[config.mk]
export PLATFORM = sky130hd
export DESIGN_NAME = sdl_load_if
export DESIGN_NICKNAME = d
export VERILOG_FILES = /design/src/common/sdl_pkg.sv /design/src/common/sdl_frame_if.sv /design/src/hw/sdl_frame_buf.sv /design/src/hw/sdl_load_if.sv
export SDC_FILE = /design/constraint.sdc
export NUM_CORES = 1
export LEC_CHECK = 0
export BUFFER_PORTS_ARGS = -buffer_cell sky130_fd_sc_hd__clkbuf_2
export CELL_PAD_IN_SITES_DETAIL_PLACEMENT = 2
export CELL_PAD_IN_SITES_GLOBAL_PLACEMENT = 2
export CORE_ASPECT_RATIO = 1.25
export CORE_MARGIN = 4
export CORE_UTILIZATION = 41
export DETAILED_ROUTE_END_ITERATION = 16
export PLACE_DENSITY_LB_ADDON = 0.1
export SYNTH_ARGS = -nofsm -noshare
export SYNTH_HDL_FRONTEND = slang
export SYNTH_HIERARCHICAL = 1
export SYNTH_SLANG_ARGS = --single-unit
[constraint.sdc]
create_clock -name clock_i -period 2.6 [get_ports clock_i]
set_input_delay 0.26 -clock clock_i [delete_from_list [all_inputs] [get_ports clock_i]]
set_output_delay 0.26 -clock clock_i [all_outputs]
set_load 0.02 [all_outputs]
[src/common/sdl_pkg.sv]
package sdl_pkg;
    localparam int          FRAME_BITS    = 24;
    localparam int          CODE_BITS     = 20;
    localparam int          CNT_W         = 5;
    localparam logic [4:0]  FRAME_LAST    = 5'h17;
    localparam int          CLK_PERIOD_NS = 25;
    // Clear value and coding come from outside; defaults used at reset
    localparam logic [19:0] CODE_RESET    = 20'h00000;
    localparam logic [19:0] CODE_MID      = 20'h80000;
    localparam logic [19:0] CODE_FULL     = 20'hfffff;
    localparam logic [1:0]  BUF_DEPTH     = 2'h2;
    // Idle level per synchronised pin: frame select, load and clear high, rest low
    localparam logic [5:0]  SYNC_IDLE     = 6'h16;
endpackage

[src/common/sdl_frame_if.sv]
`timescale 1ns/1ps
interface sdl_frame_if;
    logic        valid;
    logic        ready;
    logic [23:0] data;
    modport src (output valid, output data, input ready);
    modport snk (input valid, input data, output ready);
endinterface

[src/hw/sdl_frame_buf.sv]
`timescale 1ns/1ps
module sdl_frame_buf (
    input  wire logic clock_i,
    input  wire logic reset_n_i,
    sdl_frame_if.snk  in_if,
    sdl_frame_if.src  out_if
);
    logic [23:0] mem_ff [2];
    logic        wr_ptr_ff;
    logic        rd_ptr_ff;
    logic [1:0]  cnt_ff;
    wire         push = in_if.valid && in_if.ready;
    wire         pop  = out_if.valid && out_if.ready;

    assign in_if.ready  = (cnt_ff != sdl_pkg::BUF_DEPTH);
    assign out_if.valid = (cnt_ff != 2'h0);
    assign out_if.data  = mem_ff[rd_ptr_ff];

    always_ff @(posedge clock_i or negedge reset_n_i) begin
        if (!reset_n_i) begin
            wr_ptr_ff <= 1'b0;
            rd_ptr_ff <= 1'b0;
            cnt_ff    <= 2'h0;
            mem_ff[0] <= 24'h000000;
            mem_ff[1] <= 24'h000000;
        end else begin
            if (push) begin
                mem_ff[wr_ptr_ff] <= in_if.data;
                wr_ptr_ff         <= ~wr_ptr_ff;
            end
            if (pop) begin
                rd_ptr_ff <= ~rd_ptr_ff;
            end
            cnt_ff <= cnt_ff + {1'b0, push} - {1'b0, pop};
        end
    end
endmodule

[src/hw/sdl_load_if.sv]
// Contract
// Active-low reset returns all state and the output to power-on values.
// Clear loads the DAC register with the clear value at once.
// DAC register and clear value read per selected coding, binary or twos complement.
// Load held low: DAC register updates when the frame select rises.
// Load high: only input register updates; DAC waits for load falling edge.
// Readback bits driven on serial_out at serial clock rising edges.
// A 24-bit input shift register collects each frame.
// Serial_in sampled on each serial clock falling edge.
// Writes accepted up to 35 MHz serial clock. Code samples it with the 40 MHz clock_i, so above 20 MHz edges can be lost.
// Frame select falling enables shifting on following serial clock falls.
// Host holds frame select low for a whole frame, raises it to end.
// After reset the output is 0 V and clamped to ground.
// Serial_out released to high impedance after frame select rises.
// Host limits serial clock to 16 MHz during readback.
// Binary code 0 is negative reference, 80000 midscale, fffff full minus one.
// MSB first; frames other than 24 falling edges are discarded.
// Reset, clear, load async; reset over clear over pending update. Code: only reset async; clear and load are synchronised.
`timescale 1ns/1ps
module sdl_load_if (
    input  wire logic        clock_i,
    input  wire logic        reset_n_i,
    input  wire logic        serial_clock_i,
    input  wire logic        frame_select_n_i,
    input  wire logic        serial_in_i,
    input  wire logic        load_output_n_i,
    input  wire logic        clear_to_preset_n_i,
    input  wire logic        twos_comp_i,
    input  wire logic [19:0] clear_code_i,
    input  wire logic [23:0] readback_word_i,
    output logic             serial_out_o,
    output logic             serial_out_oe_o,
    output logic [23:0]      input_reg_o,
    output logic [19:0]      dac_code_o,
    output logic [19:0]      dac_offset_code_o,
    output logic             output_clamp_o,
    output logic             dac_update_o
);
    // Two-flop synchronisers for the six single-bit pins other than reset, one generate loop
    localparam int NSYNC = 6;
    logic [NSYNC-1:0] s1_ff;
    logic [NSYNC-1:0] s2_ff;
    logic [NSYNC-1:0] s3_ff;
    wire  [NSYNC-1:0] raw_in = {serial_clock_i, frame_select_n_i, serial_in_i,
                                load_output_n_i, clear_to_preset_n_i, twos_comp_i};
    // Reset to each pin's idle level so no false edge follows reset
    genvar gi;
    generate
        for (gi = 0; gi < NSYNC; gi++) begin : g_sync
            always_ff @(posedge clock_i or negedge reset_n_i) begin
                if (!reset_n_i) begin
                    s1_ff[gi] <= sdl_pkg::SYNC_IDLE[gi];
                    s2_ff[gi] <= sdl_pkg::SYNC_IDLE[gi];
                    s3_ff[gi] <= sdl_pkg::SYNC_IDLE[gi];
                end else begin
                    s1_ff[gi] <= raw_in[gi];
                    s2_ff[gi] <= s1_ff[gi];
                    s3_ff[gi] <= s2_ff[gi];
                end
            end
        end
    endgenerate

    wire sclk      = s2_ff[5];
    wire sclk_d    = s3_ff[5];
    wire fs_n      = s2_ff[4];
    wire fs_n_d    = s3_ff[4];
    wire sdi       = s2_ff[3];
    wire ld_n      = s2_ff[2];
    wire ld_n_d    = s3_ff[2];
    wire clr_n     = s2_ff[1];
    wire twos      = s2_ff[0];
    wire sclk_fall = sclk_d && !sclk;
    wire sclk_rise = !sclk_d && sclk;
    wire fs_fall   = fs_n_d && !fs_n;
    wire fs_rise   = !fs_n_d && fs_n;
    wire ld_fall   = ld_n_d && !ld_n;

    logic [23:0] shift_ff;
    logic [4:0]  bits_ff;
    logic        over_ff;
    logic        in_frame_ff;
    logic [23:0] rb_ff;
    logic [23:0] input_reg_ff;
    logic [19:0] dac_ff;
    logic        pending_ff;
    logic        clamp_ff;
    logic        upd_ff;
    logic        sdo_ff;
    logic        sdo_oe_ff;

    // Wide side inputs must stay static while in use; two stages bring them onto this clock
    logic [19:0] clr_code_s1_ff;
    logic [19:0] clr_code_s2_ff;
    logic [23:0] rb_word_s1_ff;
    logic [23:0] rb_word_s2_ff;
    always_ff @(posedge clock_i or negedge reset_n_i) begin
        if (!reset_n_i) begin
            clr_code_s1_ff <= sdl_pkg::CODE_RESET;
            clr_code_s2_ff <= sdl_pkg::CODE_RESET;
            rb_word_s1_ff  <= 24'h000000;
            rb_word_s2_ff  <= 24'h000000;
        end else begin
            clr_code_s1_ff <= clear_code_i;
            clr_code_s2_ff <= clr_code_s1_ff;
            rb_word_s1_ff  <= readback_word_i;
            rb_word_s2_ff  <= rb_word_s1_ff;
        end
    end

    sdl_frame_if fin ();
    sdl_frame_if fout ();

    // A frame counts only with exactly 24 falling edges
    wire frame_ok = fs_rise && in_frame_ff && (bits_ff == sdl_pkg::FRAME_LAST + 5'h01) && !over_ff;
    assign fin.valid = frame_ok;
    assign fin.data  = shift_ff;
    assign fout.ready = 1'b1;

    sdl_frame_buf u_buf (
        .clock_i   (clock_i),
        .reset_n_i (reset_n_i),
        .in_if     (fin),
        .out_if    (fout)
    );

    wire [23:0] nxt_shift = {shift_ff[22:0], sdi};
    wire        word_in   = fout.valid;
    // A load falling edge applies only a word already waiting
    wire        do_load   = (word_in && !ld_n) || (pending_ff && ld_fall);
    wire [19:0] nxt_code  = word_in ? fout.data[19:0] : input_reg_ff[19:0];

    always_ff @(posedge clock_i or negedge reset_n_i) begin
        if (!reset_n_i) begin
            shift_ff    <= 24'h000000;
            bits_ff     <= 5'h00;
            over_ff     <= 1'b0;
            in_frame_ff <= 1'b0;
        end else if (fs_fall) begin
            in_frame_ff <= 1'b1;
            bits_ff     <= 5'h00;
            over_ff     <= 1'b0;
        end else if (fs_rise) begin
            in_frame_ff <= 1'b0;
        end else if (in_frame_ff && !fs_n && sclk_fall) begin
            shift_ff <= nxt_shift;
            if (bits_ff == sdl_pkg::FRAME_LAST + 5'h01) begin
                over_ff <= 1'b1;
            end else begin
                bits_ff <= bits_ff + 5'h01;
            end
        end
    end

    // Readback shifter: MSB driven at each rising serial clock edge
    always_ff @(posedge clock_i or negedge reset_n_i) begin
        if (!reset_n_i) begin
            rb_ff     <= 24'h000000;
            sdo_ff    <= 1'b0;
            sdo_oe_ff <= 1'b0;
        end else if (fs_fall) begin
            rb_ff     <= rb_word_s2_ff;
            sdo_oe_ff <= 1'b1;
        end else if (fs_rise || fs_n) begin
            // Host must not sample serial_out once the frame has closed
            sdo_oe_ff <= 1'b0;
            sdo_ff    <= 1'b0;
        end else if (sclk_rise) begin
            sdo_ff <= rb_ff[23];
            rb_ff  <= {rb_ff[22:0], 1'b0};
        end
    end

    // Reset beats clear, clear beats a pending deferred load
    always_ff @(posedge clock_i or negedge reset_n_i) begin
        if (!reset_n_i) begin
            input_reg_ff <= 24'h000000;
            dac_ff       <= sdl_pkg::CODE_RESET;
            pending_ff   <= 1'b0;
            clamp_ff     <= 1'b1;
            upd_ff       <= 1'b0;
        end else if (!clr_n) begin
            dac_ff     <= clr_code_s2_ff;
            pending_ff <= 1'b0;
            clamp_ff   <= 1'b0;
            upd_ff     <= 1'b1;
        end else begin
            upd_ff <= do_load;
            if (word_in) begin
                input_reg_ff <= fout.data;
            end
            if (do_load) begin
                dac_ff     <= nxt_code;
                clamp_ff   <= 1'b0;
                pending_ff <= 1'b0;
            end else if (word_in) begin
                pending_ff <= 1'b1;
            end
        end
    end

    // Offset-binary code for the converter core: twos complement flips MSB
    logic [19:0] offs_ff;
    always_ff @(posedge clock_i or negedge reset_n_i) begin
        if (!reset_n_i) begin
            offs_ff <= sdl_pkg::CODE_RESET;
        end else begin
            offs_ff <= twos ? (dac_ff ^ sdl_pkg::CODE_MID) : dac_ff;
        end
    end

    assign serial_out_o      = sdo_ff;
    assign serial_out_oe_o   = sdo_oe_ff;
    assign input_reg_o       = input_reg_ff;
    assign dac_code_o        = dac_ff;
    assign dac_offset_code_o = offs_ff;
    assign output_clamp_o    = clamp_ff;
    assign dac_update_o      = upd_ff;
endmodule

==> reports/qor.txt <==
Post-route ant nets -> 0
H-tree levels -> 1
#FFs+latches synth -> 279
EDFF count, synth -> 0
Sum Neg Setup Slack -> 0 ns
DP Wirelength -> 14600 µm
Ys async rst share -> 100%
Clock-pin transition on the worst setup and hold timing paths -> 0.06 ns
All-layer global routing usage -> 18.2%
Reg power frac -> 49.4%
Static leakage -> 0.00608 µW
Worst-Margin Slew -> 0.503 ns
Mean Syn Cell Area -> 14.8 µm²
Initial Utilization -> 42.1%
IO buf count -> 119
Max Clock Freq -> 420 MHz
DR vias/cell -> 4.93
CP cell instances -> inv_1 > ha_1 > and4b_1 > and4b_1 > inv_1 > nor3_4 > buf_12 > mux2_2
Net Sw Frac -> 22.4%
Io pins -> 120
Sequential share of the synthesized area -> 69.3%
MaxCap Viol Count -> 0
Register area -> 6990 µm²
CTS root buf -> clkbuf_16
Final net count -> 935
Crit-path leading delay family -> simple AND/OR/NAND/NOR gates
Initial DRT Pass Iterations -> 4
Longest Clk Path Bufs -> 3
Antenna Cells -> 0
Fin crit share -> 91.6%
Worst Path Buf+Inv -> 3
Core Rows -> 63
Synthesized area -> 10100 µm²
WL/cell -> 19.5 µm
Final Setup Violations -> 0
Sink Count -> 279
Class of the worst hold path -> in -> async
FILL cells -> 2246
VDD IR-drop max -> 0.538 mV
Grt total ovfl -> 0
Die width -> 148 µm
Crit path DAT -> 2.80 ns
Internal Power -> 7380 µW
CTS resizes -> 0
Final hold slack -> 0.242 ns
Area growth syn-to-layout -> 25.1%
Startpoint Class -> register
Total number of yosys warnings -> 6
Kind of critical path -> reg -> reg
CP peak stage delay -> 0.43 ns
Multi-input logic area -> 2900 µm²
Post-synth cell types -> 42
Die area -> 27200 µm²
Tot Pwr -> 9510 µW
Pre-CTS setup slack -> 0.256 ns
Antenna violations before repair -> 0
Total power divided by cell area -> 753 nW/µm²
TritonCTS Buffers -> 29
Pins Over Slew Limit -> 0
Core Area -> 24000 µm²
Rel. slew slack -> 66.5%
Switching power -> 2130 µW
Clk pwr share -> 44.6%
Worst reg2reg path depth -> 8
Die Height -> 183 µm
First-pass GRT wire length -> 39600 µm
Status -> completed
Final worst path period need -> 2.38 ns
Iter 0 DRT Violations -> 152
Vias -> 6027
Worst Skew -> 0.0151 ns
Routability cong. -> 0.751
DR DRC count -> 0
Routed wire length -> 23900 µm
CTS tree -> done
CP Capture Type -> register
Comb pwr share -> 6.0%
Share of layout cells above drive strength 1 -> 35.7%
Post-synth top flop -> dfrtp_1
CP max FO -> 25
Critical Path Stages -> 8
Unrepaired setup endpoints after global routing -> false
Final Hold Viols -> 0
Worst path slowest cell -> dfrtp_1
Min setup slack post-route -> 0.217 ns
Largest net degree at the start of global routing -> 75
Required time of the worst setup path -> 3.01 ns
Clock Latency Late Sink -> 0.54 ns
Gate Count Post-Synth -> 683
Vias in the first global route -> 7216
Yosys cell counts, types with 2 or more instances:
cell type  count  share of area [%]
nand4_1        2               0.12
buf_6          8               0.89
mux2_2       121                 14
and4b_1        2               0.20
clkbuf_1      13               0.48
dfstp_2        9                2.3
mux2i_1       46                4.6
inv_1          8               0.30
buf_1          3               0.11
a21oi_1        3               0.15
buf_2          8               0.40
dfrtp_1      270                 67
nor3_1         2              0.099
o21ai_0       50                2.5
a31oi_1        2               0.12
ha_1           7               0.87
nand3_1        2              0.099
nor2_1         8               0.30
nand2b_1       3               0.19
nor3_4         2               0.32
xnor2_1        2               0.17
o21ai_1       21                1.0
nand2_1       72                2.7
worst register-to-register path: stages, from the launching register on:
cell and delay, ns:
dfrtp_1 0.43, inv_1 0.08, ha_1 0.15, and4b_1 0.27, and4b_1 0.38, inv_1 0.14
nor3_4 0.22, buf_12 0.22, mux2_2 0.37
stage by stage:
step | std cells | util, % | area, µm²
3_3_place_gp | 1119 | 46.4 | 11100
4_1_cts | 1223 | 52.6 | 12600
3_5_place_dp | 1119 | 46.4 | 11100
5_1_grt | 1223 | 52.6 | 12600
6_report | 1223 | 52.6 | 12600
2_1_floorplan | 688 | - | 10100
routing by layer:
metal	wire [µm]	vias up	GRT usage (%)	part of all wire (%)
li1	-	2720	-	-
met1	9000	3195	20.7	38
met2	13800	81	35.8	58
met3	662	31	2.60	2.8
met4	394	0	3.84	1.6
met5	0	-	0	0
placed cells by master (no fill, tap or decap), drive strengths merged, types with 2 or more instances in the layout:
cell         count
ha               7
and4b            2
dfrtp          270
bufinv           4
xnor2            2
clkbuf         163
mux2           122
dlygate4sd3     51
nor2b            2
nand4            2
nor3             4
mux2i           46
conb             6
a21oi            3
nand2b           4
inv              9
nand2           72
buf             20
nor2             9
clkinv           4
nand3            3
o21ai           71
a31oi            2
dfstp            9
cells by family after synthesis:
| logic type | share of synthesized area, % |
|---|---|
| other cells | 0.0372 |
| xor+xnor | 0.260 |
| compound gates | 4.30 |
| mux | 18.2 |
| flops | 69.3 |
| buf+inv | 2.22 |
| simple gates | 4.81 |
| fa+ha+maj | 0.868 |
flip-flops by register name, summed over array words and instances (netlist names), 2 cells and up:
signal / count
fin.data: 24
clr_code_s1_ff: 20
clr_code_s2_ff: 20
rb_word_s1_ff: 24
dac_offset_code_o: 20
rb_word_s2_ff: 24
u_buf/mem_ff: 48
input_reg_o: 24
s1_ff: 6
bits_ff: 5
dac_code_o: 20
u_buf/cnt_ff: 2
rb_ff: 24
timing repair:
action	4_1_cts	5_1_grt
hold buffers	51	0
buffers inserted	0	0
endpoints found under the hold margin	101	0
final cells by class:
cell class,instances,share of cell area (%)
inverter,9,0.268
timing repair buffer,189,10.4
multi-input combinational,368,23.0
sequential,279,55.4
tap,325,3.22
clock buffer,45,6.63
clock inverter,8,1.11
final timing paths:
check | start | endpoint | slack, ns
setup / recovery | bits_ff[0] | u_buf/mem_ff[40] | 0.22
hold / removal | reset_n_i | dac_offset_code_o[8] | 0.24
setup reg to reg | bits_ff[0] | u_buf/mem_ff[40] | 0.22
hold reg to reg | clr_code_s1_ff[17] | clr_code_s2_ff[17] | 0.35
max in group asynchronous | reset_n_i | ld_n_d | 1.55
min in group clock_i | clr_code_s1_ff[17] | clr_code_s2_ff[17] | 0.35
power by group through the flow:
| stage | clock network (µW) | registers [µW] | logic [µW] |
|---|---|---|---|
| final | 4240 | 4690 | 572 |
| after global routing | 4600 | 4720 | 643 |
| after detailed placement | 0 | 4770 | 518 |
| after global placement | 0 | 4750 | 489 |
| after CTS | 4370 | 4690 | 588 |
| after floorplan | 0 | 4800 | 176 |
(Power assumes the default switching activity.)
